File: config.mk
export PLATFORM = sky130hd
export DESIGN_NAME = asr_readout
export DESIGN_NICKNAME = d
export VERILOG_FILES = /design/src/verilog/asr_pkg.sv /design/src/verilog/asr_sync.sv /design/src/verilog/asr_fifo.sv /design/src/verilog/asr_readout.sv
export SDC_FILE = /design/constraint.sdc
export NUM_CORES = 1
export LEC_CHECK = 0
export ABC_AREA = 1
export BUFFER_PORTS_ARGS = -buffer_cell sky130_fd_sc_hd__buf_2
export CORE_MARGIN = 4
export CORE_UTILIZATION = 40
export CTS_CLUSTER_SIZE = 25
export DETAILED_ROUTE_END_ITERATION = 16
export GPL_ROUTABILITY_DRIVEN = 0
export SYNTH_ARGS = -nofsm -noshare
export SYNTH_HDL_FRONTEND = slang
export SYNTH_HIERARCHICAL = 1
export SYNTH_SLANG_ARGS = --single-unit
File: constraint.sdc
create_clock -name clk -period 2.1 [get_ports clk]
set_input_delay 0.42 -clock clk [delete_from_list [all_inputs] [get_ports clk]]
set_output_delay 0.42 -clock clk [all_outputs]
set_load 0.05 [all_outputs]
File: src/verilog/asr_pkg.sv
package asr_pkg;
  // ----------------------------------------------------------------------
  // Frame geometry
  // ----------------------------------------------------------------------
  localparam int RESULT_BITS   = 14;
  localparam int GAP_CYCLES    = 2;
  localparam int SLOT_CYCLES   = RESULT_BITS + GAP_CYCLES;
  localparam int MAX_CHANNELS  = 6;
  localparam int LOCKOUT_EDGES = SLOT_CYCLES * MAX_CHANNELS;
  localparam int SEL_BITS      = 3;
  localparam int START_DELAY   = 3;
  localparam int FIFO_DEPTH    = 32;

  localparam logic [SEL_BITS-1:0] SEL_ALL = 3'h0;
  localparam logic [SEL_BITS-1:0] SEL_MAX = 3'h6;

  typedef enum logic [1:0] {
    ASR_IDLE,
    ASR_LEAD,
    ASR_GAP,
    ASR_DATA
  } asr_state_e;
endpackage

File: src/verilog/asr_sync.sv
module asr_sync #(
  parameter int WIDTH = 1
) (
  input  wire logic             clk,    // System clock.
  input  wire logic             rst_n,  // Synchronous reset, active low.
  input  wire logic             en,     // Clock enable.
  input  wire logic [WIDTH-1:0] d,      // Asynchronous input.
  output logic      [WIDTH-1:0] q       // Synchronised output.
);
  logic [WIDTH-1:0] stage1_reg;

  // The first stage feeds only the second one.
  always_ff @(posedge clk) begin
    if (!rst_n) begin
      stage1_reg <= '0;
      q          <= '0;
    end else if (en) begin
      stage1_reg <= d;
      q          <= stage1_reg;
    end
  end
endmodule

File: src/verilog/asr_fifo.sv
module asr_fifo #(
  parameter int WIDTH = 14,
  parameter int DEPTH = 32
) (
  input  wire logic             clk,      // System clock.
  input  wire logic             rst_n,    // Synchronous reset, active low.
  input  wire logic             en,       // Clock enable.
  input  wire logic [WIDTH-1:0] inData,   // Write word.
  input  wire logic             inValid,  // Write request.
  output logic                  inReady,  // Space available.
  output logic      [WIDTH-1:0] outData,  // Head word.
  output logic                  outValid, // Head word present.
  input  wire logic             outReady  // Reader takes head.
);
  localparam int AW = $clog2(DEPTH);

  logic [WIDTH-1:0] memArr [DEPTH];
  logic [AW-1:0]    wrPtr_reg;
  logic [AW-1:0]    rdPtr_reg;
  logic [AW:0]      count_reg;
  logic [AW:0]      countNext;
  logic             doWr;
  logic             doRd;

  always_comb begin
    countNext = count_reg;
    if (doWr && !doRd) begin
      countNext = count_reg + 1'b1;
    end else if (doRd && !doWr) begin
      countNext = count_reg - 1'b1;
    end
  end

  assign outValid = (count_reg != '0);
  assign outData  = memArr[rdPtr_reg];
  assign doWr     = en && inValid && inReady;
  assign doRd     = en && outValid && outReady;

  always_ff @(posedge clk) begin
    if (doWr) begin
      memArr[wrPtr_reg] <= inData;
    end
  end

  always_ff @(posedge clk) begin
    if (!rst_n) begin
      wrPtr_reg <= '0;
      rdPtr_reg <= '0;
      count_reg <= '0;
      inReady   <= 1'b1;
    end else begin
      count_reg <= countNext;
      // Registered so that ready leaves the block from a flip-flop; it
      // always equals the not-full test on the count beside it.
      inReady   <= (countNext != (AW+1)'(DEPTH));
      if (doWr) begin
        wrPtr_reg <= (wrPtr_reg == AW'(DEPTH-1)) ? '0 : wrPtr_reg + 1'b1;
      end
      if (doRd) begin
        rdPtr_reg <= (rdPtr_reg == AW'(DEPTH-1)) ? '0 : rdPtr_reg + 1'b1;
      end
    end
  end
endmodule

File: src/verilog/asr_readout.sv
// Behaviour
// - Serial result output is high impedance after reset, no command needed.
// - Output stays high impedance until a conversion-start rising edge.
// - Data starts after third serial clock rise; up to six 14-bit results.
// - Results are separated by two high-impedance serial clock cycles.
// - Each bit is valid by the next serial clock rising edge.
// - Frame length is 16 to 96 bits depending on channel count.
// - Further start edges are ignored until 96 serial clock rises.
// - Each serial clock rise advances and updates output; MSB first.
module asr_readout #(
  parameter int RESULT_BITS = asr_pkg::RESULT_BITS,
  parameter int FIFO_DEPTH  = asr_pkg::FIFO_DEPTH
) (
  input  wire logic                   clk,                  // 100 MHz clock.
  input  wire logic                   rst_n,                // Sync reset.
  input  wire logic                   clkEn,                // Clock enable.
  input  wire logic                   conversionStartIn,    // Start pin.
  input  wire logic                   hostReceiveClockIn,   // Serial clock.
  input  wire logic [asr_pkg::SEL_BITS-1:0] channelCountSelect, // Channels.
  input  wire logic [RESULT_BITS-1:0] resultData,           // Core result.
  input  wire logic                   resultValid,          // Result offer.
  output logic                        resultReady,          // Result taken.
  output logic                        serialResultOut,      // Data level.
  output logic                        serialResultOutEn,    // Drive enable.
  output logic                        frameActive,          // Frame running.
  output logic                        overrun               // Result missing.
);
  // ----------------------------------------------------------------------
  // Input synchronisation
  // ----------------------------------------------------------------------
  // The start, clock and select pins come from the host's domain, so they
  // are resampled here and
  // edges are found on the synchronised copies. This limits the serial
  // clock to well below a quarter of the system clock.
  logic [asr_pkg::SEL_BITS+1:0] pinSync;
  logic [asr_pkg::SEL_BITS-1:0] selSync;
  logic                         convPrev_reg;
  logic                         sckPrev_reg;
  logic                         convRise;
  logic                         sckRise;

  asr_sync #(
    .WIDTH (asr_pkg::SEL_BITS + 2)
  ) u_sync (
    .clk   (clk),
    .rst_n (rst_n),
    .en    (clkEn),
    .d     ({channelCountSelect, conversionStartIn, hostReceiveClockIn}),
    .q     (pinSync)
  );

  always_ff @(posedge clk) begin
    if (!rst_n) begin
      convPrev_reg <= 1'b0;
      sckPrev_reg  <= 1'b0;
    end else if (clkEn) begin
      convPrev_reg <= pinSync[1];
      sckPrev_reg  <= pinSync[0];
    end
  end

  assign convRise = pinSync[1] && !convPrev_reg;
  assign sckRise  = pinSync[0] && !sckPrev_reg;
  assign selSync  = pinSync[asr_pkg::SEL_BITS+1:2];

  // ----------------------------------------------------------------------
  // Result buffer
  // ----------------------------------------------------------------------
  logic [RESULT_BITS-1:0] fifoData;
  logic                   fifoValid;
  logic                   fifoPop;

  asr_fifo #(
    .WIDTH (RESULT_BITS),
    .DEPTH (FIFO_DEPTH)
  ) u_fifo (
    .clk      (clk),
    .rst_n    (rst_n),
    .en       (clkEn),
    .inData   (resultData),
    .inValid  (resultValid),
    .inReady  (resultReady),
    .outData  (fifoData),
    .outValid (fifoValid),
    .outReady (fifoPop)
  );

  // ----------------------------------------------------------------------
  // Frame sequencer
  // ----------------------------------------------------------------------
  asr_pkg::asr_state_e    state_reg;
  logic [6:0]             lockout_reg;
  logic [4:0]             bitCnt_reg;
  logic [2:0]             slotsLeft_reg;
  logic [RESULT_BITS-1:0] shift_reg;
  logic [2:0]             slotsWanted;
  logic                   startTaken;
  logic                   slotLoad;

  // Code zero or any code past six asks for the full six-channel frame.
  always_comb begin
    if (selSync == asr_pkg::SEL_ALL ||
        selSync > asr_pkg::SEL_MAX) begin
      slotsWanted = 3'(asr_pkg::MAX_CHANNELS);
    end else begin
      slotsWanted = selSync;
    end
  end

  assign startTaken = convRise && (lockout_reg == '0);
  // The word for a slot leaves the buffer at the last gap edge, so a late
  // result only costs that one slot and is flagged.
  assign slotLoad   = sckRise && (state_reg == asr_pkg::ASR_GAP) &&
                      (bitCnt_reg == 5'(asr_pkg::GAP_CYCLES - 1));
  assign fifoPop    = slotLoad && fifoValid;

  // Lockout counts serial clock rises after an accepted start.
  always_ff @(posedge clk) begin
    if (!rst_n) begin
      lockout_reg <= '0;
    end else if (clkEn) begin
      if (startTaken) begin
        lockout_reg <= 7'(asr_pkg::LOCKOUT_EDGES);
      end else if (sckRise && lockout_reg != '0) begin
        lockout_reg <= lockout_reg - 1'b1;
      end
    end
  end

  always_ff @(posedge clk) begin
    if (!rst_n) begin
      state_reg     <= asr_pkg::ASR_IDLE;
      bitCnt_reg    <= '0;
      slotsLeft_reg <= '0;
    end else if (clkEn) begin
      if (startTaken) begin
        state_reg     <= asr_pkg::ASR_LEAD;
        bitCnt_reg    <= '0;
        slotsLeft_reg <= slotsWanted;
      end else if (sckRise) begin
        unique case (state_reg)
          asr_pkg::ASR_IDLE: begin
            bitCnt_reg <= '0;
          end
          // The first two rises are the gap of slot one; data on the third.
          asr_pkg::ASR_LEAD: begin
            state_reg  <= asr_pkg::ASR_GAP;
            bitCnt_reg <= '0;
          end
          asr_pkg::ASR_GAP: begin
            if (bitCnt_reg == 5'(asr_pkg::GAP_CYCLES - 1)) begin
              state_reg  <= asr_pkg::ASR_DATA;
              bitCnt_reg <= '0;
            end else begin
              bitCnt_reg <= bitCnt_reg + 1'b1;
            end
          end
          asr_pkg::ASR_DATA: begin
            if (bitCnt_reg == 5'(RESULT_BITS - 1)) begin
              bitCnt_reg <= '0;
              if (slotsLeft_reg == 3'h1) begin
                state_reg     <= asr_pkg::ASR_IDLE;
                slotsLeft_reg <= '0;
              end else begin
                state_reg     <= asr_pkg::ASR_GAP;
                slotsLeft_reg <= slotsLeft_reg - 1'b1;
              end
            end else begin
              bitCnt_reg <= bitCnt_reg + 1'b1;
            end
          end
        endcase
      end
    end
  end

  // ----------------------------------------------------------------------
  // Output shifter
  // ----------------------------------------------------------------------
  always_ff @(posedge clk) begin
    if (!rst_n) begin
      shift_reg <= '0;
    end else if (clkEn && sckRise) begin
      if (slotLoad) begin
        shift_reg <= fifoValid ? fifoData : '0;
      end else if (state_reg == asr_pkg::ASR_DATA) begin
        shift_reg <= {shift_reg[RESULT_BITS-2:0], 1'b0};
      end
    end
  end

  // Pin level and enable follow the state one system clock after the edge,
  // far inside one serial clock period.
  always_ff @(posedge clk) begin
    if (!rst_n) begin
      serialResultOut   <= 1'b0;
      serialResultOutEn <= 1'b0;
      frameActive       <= 1'b0;
      overrun           <= 1'b0;
    end else if (clkEn) begin
      serialResultOut   <= (state_reg == asr_pkg::ASR_DATA) &&
                           shift_reg[RESULT_BITS-1];
      serialResultOutEn <= (state_reg == asr_pkg::ASR_DATA);
      frameActive       <= (state_reg != asr_pkg::ASR_IDLE);
      overrun           <= slotLoad && !fifoValid;
    end
  end
endmodule

# --- Word level (Yosys, flattened, before mapping) ---
# Memories as Yosys holds them, arrays and structs flattened. A register that Yosys moved wholly into a read port is not among the register bits.
# Cells that the tools add are included.
totals:
  regBits: 64
  ramBits: 448
  inputBits: 23
  out_inout_bits: 5
  word_cells: 107
  n_memories: 1
classes:
  addsub: 7
  n_lt_le_gt_ge: 1
  eq_ne: 11
  mux: 30
  reduce_logical: 40
mem_list:
  columns: ["memory", "depth", "width", "read_ports", "rd_ports_with_merged_regs", "write_ports", "line", "source"]
  rows:
  - ["u_fifo.memArr", 32, 14, 1, 1, 1, "asr_fifo.sv:17", "logic [WIDTH-1:0] memArr [DEPTH];"]
op_table:
  columns: ["operator", "count"]
  rows:
  - ["14-bit 2-to-1 mux", 3]
  - ["5-bit 2-to-1 mux", 8]
  - ["3-bit 2-to-1 mux", 6]
  - ["1-bit logical AND", 16]
  - ["5-bit by 1-bit adder with 5-bit output, second input constant", 3]
  - ["5-bit case mux with 3 select lines", 1]
  - ["7-bit 2-to-1 mux", 2]
  - ["6-bit 2-to-1 mux", 2]
  - ["2-bit nonzero test", 6]
  - ["5-bit == test, second input constant", 2]
  - ["2-bit 2-to-1 mux", 5]
  - ["7-bit logical NOT", 1]
  - ["7-bit nonzero test", 1]
  - ["7-bit by 1-bit subtractor with 7-bit output, second input constant", 1]
  - ["6-bit by 1-bit adder with 6-bit output, second input constant", 1]
  - ["6-bit != test, second input constant", 1]
  - ["2-bit case mux with 3 select lines", 1]
  - ["2-bit AND reduction", 3]
  - ["6-bit nonzero test", 1]
  - ["6-bit by 1-bit subtractor with 6-bit output, second input constant", 1]
  - ["5-bit by 1-bit == test with 1-bit output, second input constant", 1]
  - ["5-bit by 4-bit == test with 1-bit output, second input constant", 1]
  - ["1-bit logical NOT", 5]
  - ["5-bit AND reduction", 1]
  - ["other kinds (14)", 16]

# --- Logic depth before layout (Yosys ltp) ---
logic_depth:
  ltp_word: 10
  ltp_mapped: 17
  mapped_depth_nobuf: 15

# --- By module ---
# Netlist, hierarchy kept.
by_module_without_submodules:
  columns: ["module", "instances", "cells_per_inst", "area_each_um2", "seq_area_each_um2"]
  rows:
  - ["asr_fifo", 1, 1445, 19326.0, 13893.3]
  - ["asr_readout", 1, 297, 2088.3, 740.7]
  - ["asr_sync", 1, 63, 411.6, 200.2]

# --- Least setup slack after synthesis ---
# OpenSTA, ideal clock, no wires.
synth_path:
  path_type: "flip-flop to flip-flop"
  startpoint: "reg u_fifo.inReady"
  endpoint: "mem u_fifo.memArr[3][0] (enable)"
  setup_time_ns: 0.403
  arrival_ns: 2.086
  required_time_ns: 1.697
  slack_ns: -0.388
  stages_incl_launch_ff: 5
  n_path_buf: 0
  synth_period_minus_slack_ns: 2.488
  path_cell_list: "dfxtp_1 -> nand3_2 -> nor2_1 -> nand2_1 -> nor3_1"
synth_between:
  elab_chain_cells: 3
synth_lines:
  columns: ["element", "line", "source"]
  rows:
  - ["start, declared", "asr_fifo.sv:10", "output logic inReady,"]
  - ["start signal, assigned", "asr_fifo.sv:55", "inReady <= (countNext != (AW+1)'(DEPTH));"]
  - ["1-bit logical AND", "asr_fifo.sv:36", "assign doWr = en && inValid && inReady;"]
  - ["1-bit 2-to-1 mux", "asr_fifo.sv:40", "if (doWr) begin"]
  - ["1-bit 2-to-1 mux (implied by the code)", "asr_fifo.sv:41", "memArr[wrPtr_reg] <= inData;"]
  - ["end, declared", "asr_fifo.sv:17", null]
# Every way passes these cells.

# --- Final worst setup path ---
layout_path:
  startpoint: "reg u_fifo.inReady"
  endpoint: "mem u_fifo.memArr[25][2] (enable)"
# The elaborated chain is that of the path after synthesis.

==> results.py <==
metrics = {
    "setup_path": {
        "crit_chain": "nand3_2 > inv_1 > nand2_1 > nor2_1 > buf_12",
        "r2r-end": "u_fifo/memArr[25][2]",
        "crit_slowest_cell": "nand2_1",
        "required_ns": 2.38,
        "crit_type": "reg -> reg",
        "crit_fanout": 14,
        "ff2ff_path_depth": 5,
        "r2r-start": "u_fifo/inReady",
        "rrSetupSlack_ns": 0.11,
        "slowest_delay_ns": 0.38,
        "cp.arrival_ns": 2.28,
        "end_kind": "flip-flop",
        "critPathLaunchType": "flip-flop",
    },
    "synth": {
        "synthArstFlopShare_pct": 0,
        "yosysTopAreaCell": "edfxtp_1",
        "ys_seq_elements": 517,
        "yosysSeqAreaShare_pct": 68.0,
        "syn-num-nets": 1843,
        "synth_cell_types": 39,
        "yosysWarnings": 6,
        "synth_edf_count": 448,
        "synth_area_leaders": "edfxtp_1, dfxtp_1, nor2_1",
        "synth_flop_cell": "edfxtp_1",
        "yosysMostFrequentCell": "edfxtp_1",
        "syn_area_sq_um": 21800,
        "synth_commonest_cells": "edfxtp_1, nor2_1, nand2_1, o21bai_1, nand3_1",
        "yosysTopAreaCellShare_pct": 61.6,
        "netlist_instances": 1805,
        "synth.avg_cell_area_sq_um": 12.1,
    },
    "timing": {
        "finalHoldViolCount": 0,
        "skew_ns": 0.0233,
        "fmax_mhz": 502,
        "slew_headroom_pct": 46.5,
        "slew_viol_final": 0,
        "period_share_pct": 94.9,
        "tightest_slew_ns": 0.802,
        "holdWs_ns": 0.132,
        "finalSetupViolCount": 0,
        "period_minus_slack_ns": 1.99,
    },
    "global_routing": {
        "grt_pass1_vias": 13670,
        "grt_pass1_wl_um": 80200,
        "grt_max_degree": 43,
        "grt_usage_pct": 17.4,
        "antenna_found_initial": 1,
        "overflow": 0,
    },
    "pwr": {
        "p_leak_nw": 8.56,
        "power.share.switching_pct": 20.9,
        "p_switching_mw": 4.32,
        "seqPwrFrac_pct": 54.4,
        "power.internal_mw": 16.4,
        "p_per_area_nw_per_um2": 828,
        "power.total_mw": 20.7,
        "p_clk_share_pct": 41.8,
        "vdd_drop_max_uv": 753,
        "power_frac_comb_pct": 3.8,
    },
    "routing": {
        "avgRoutedWirePerCell_um": 20.1,
        "viasPerCell": 5.42,
        "ant_nets": 0,
        "drt_wl_total_um": 52400,
        "vias": 14109,
        "drt_iter0_drc": 1307,
        "remaining_drc_errors": 0,
        "dr.pass1.iters": 7,
    },
    "place": {
        "dpl.hpwl_um": 32300,
        "port_buffers": 27,
    },
    "flow_run": {
        "cap_violations": 0,
    },
    "clock_tree": {
        "insertion_delay_ns": 0.59,
        "postCtsHoldBufs": 0,
        "numCtsBuffers": 53,
        "cts_tree": "yes",
        "cts_max_path_buffers": 3,
        "cts_root_buf": "clkbuf_16",
        "htree_levels": 2,
        "cts.sinks": 517,
        "clkTransAtPathRegs_ns": 0.06,
    },
    "finish": {
        "syn_to_final_growth_pct": 14.7,
        "fin_nets": 1906,
        "drive_gt1_share_pct": 12.7,
        "largest_reg_flops": 448,
        "fillers": 4766,
    },
    "floorplan": {
        "die_y_um": 242,
        "num_rows": 85,
        "die_width_um": 242,
        "core_sq_um": 53900,
        "initial_core_util_pct": 40.5,
        "num_io_pins": 28,
        "die_area_sq_um": 58400,
    },
    "min_path": {
        "whs_endpoint": "u_sync/stage1_reg[1]",
        "hold_start": "conversionStartIn",
        "hp-class": "in -> reg",
        "worstHoldPathCells": 5,
    },
    "outcome": {
        "outcome": "finished, final reports clean",
    },
}
routing by layer:
| layer | GRT usage, % | up-vias | wire length [um] |
|---|---|---|---|
| met2 | 27.9 | 362 | 24800 |
| met3 | 2.25 | 78 | 2740 |
| met4 | 5.89 | 0 | 1340 |
| li1 | - | 6690 | - |
| met5 | 0 | - | 0 |
| met1 | 24.5 | 6979 | 23500 |
worst max path at each step:
stage,slack [ns],from,end,cells past startpoint
after floorplan,-0.28,u_fifo/inReady,u_fifo/memArr[0][0],5
after global placement,-0.006,clkEn,u_fifo/memArr[2][13],6
after detailed placement,-0.03,clkEn,u_fifo/memArr[2][13],6
after CTS,-0.01,bitCnt_reg[1],u_fifo/rdPtr_reg[3],14
after global routing,-0.03,u_fifo/count_reg[1],u_fifo/rdPtr_reg[3],13
final,0.11,u_fifo/inReady,u_fifo/memArr[25][2],5
repair_timing:
item | 4_1_cts | 5_1_grt
pin swaps | 0 | 6
endpoints found under the hold margin | 0 | 0
buffers inserted | 0 | 2
gates cloned | 0 | 1
setup endpoints to repair | 2 | 15
resized for setup | 0 | 21
critical path: cells and delay by family, from the launching register on:
kind | cells | cell delay, ns
AND/OR/NAND/NOR | 3 | 0.89
buffers and inverters | 2 | 0.43
flip-flops | 1 | 0.36
placed cells by master, fill, tap and decap left out, types with 7 or more instances in the layout:
cell         n
ha_1        14
clkinv_1    18
o21ai_1     92
nand2_1    208
xor2_1       8
nor2_2      11
dfxtp_1     62
inv_1       56
o211ai_1    42
clkbuf_1    11
clkbuf_16   54
buf_12      45
buf_4       41
o221ai_1    69
nand3_1     95
buf_2       27
clkinv_2     8
nand4_1     10
nand2_2      7
a21oi_1     42
nor2_1     277
o21ai_0     51
edfxtp_1   448
o21bai_1   112
o21a_1      43
per-stage QoR:
step | util, % | instance area, sq um | TNS, ns | worst slack, ns | cells
after detailed placement | 43.3 | 23400 | -1.91 | -0.0251 | 2506
after global placement | 43.3 | 23400 | -0.0885 | -0.00614 | 2506
after CTS | 46.2 | 24900 | -0.0197 | -0.00988 | 2599
final | 46.4 | 25000 | 0 | 0.106 | 2603
after floorplan | - | 21900 | -92.65 | -0.276 | 1805
after global routing | 46.4 | 25000 | -0.0553 | -0.0274 | 2602
cell families (layout without fill, tap and decap cells):
logic type               Yosys count  in the layout  synth area share (%)
AND/OR/NAND/NOR                  632            632                  12.3
flip-flops                       517            517                  68.0
AO/OA/AOI/OAI                    457            457                  14.0
buffers and inverters            176            277                  4.58
adder cells (fa/ha/maj)           15             15                 0.860
XOR/XNOR                           8              8                 0.321
other                              0              1                     0
power groups by stage:
stage / Clock [mW] / Sequential (mW) / Combinational (mW)
3_5_place_dp: 0 / 11.5 / 0.763
2_1_floorplan: 0 / 11.5 / 0.416
4_1_cts: 8.87 / 11.3 / 0.767
6_report: 8.67 / 11.3 / 0.779
5_1_grt: 9.31 / 11.3 / 0.875
3_3_place_gp: 0 / 11.5 / 0.750
layout make-up:
| type | count | area, sq um | area share, % |
|---|---|---|---|
| clock buffer | 64 | 1370 | 5.46 |
| timing repair buffer | 117 | 1400 | 5.60 |
| inverter | 67 | 280 | 1.12 |
| clock inverter | 29 | 198 | 0.790 |
| multi-input combinational | 1112 | 6060 | 24.2 |
| sequential | 517 | 14800 | 59.3 |
| tap | 696 | 871 | 3.48 |
| antenna | 1 | 2.50 | 0.0100 |
Note: power is estimated with default switching activity, not from simulation.
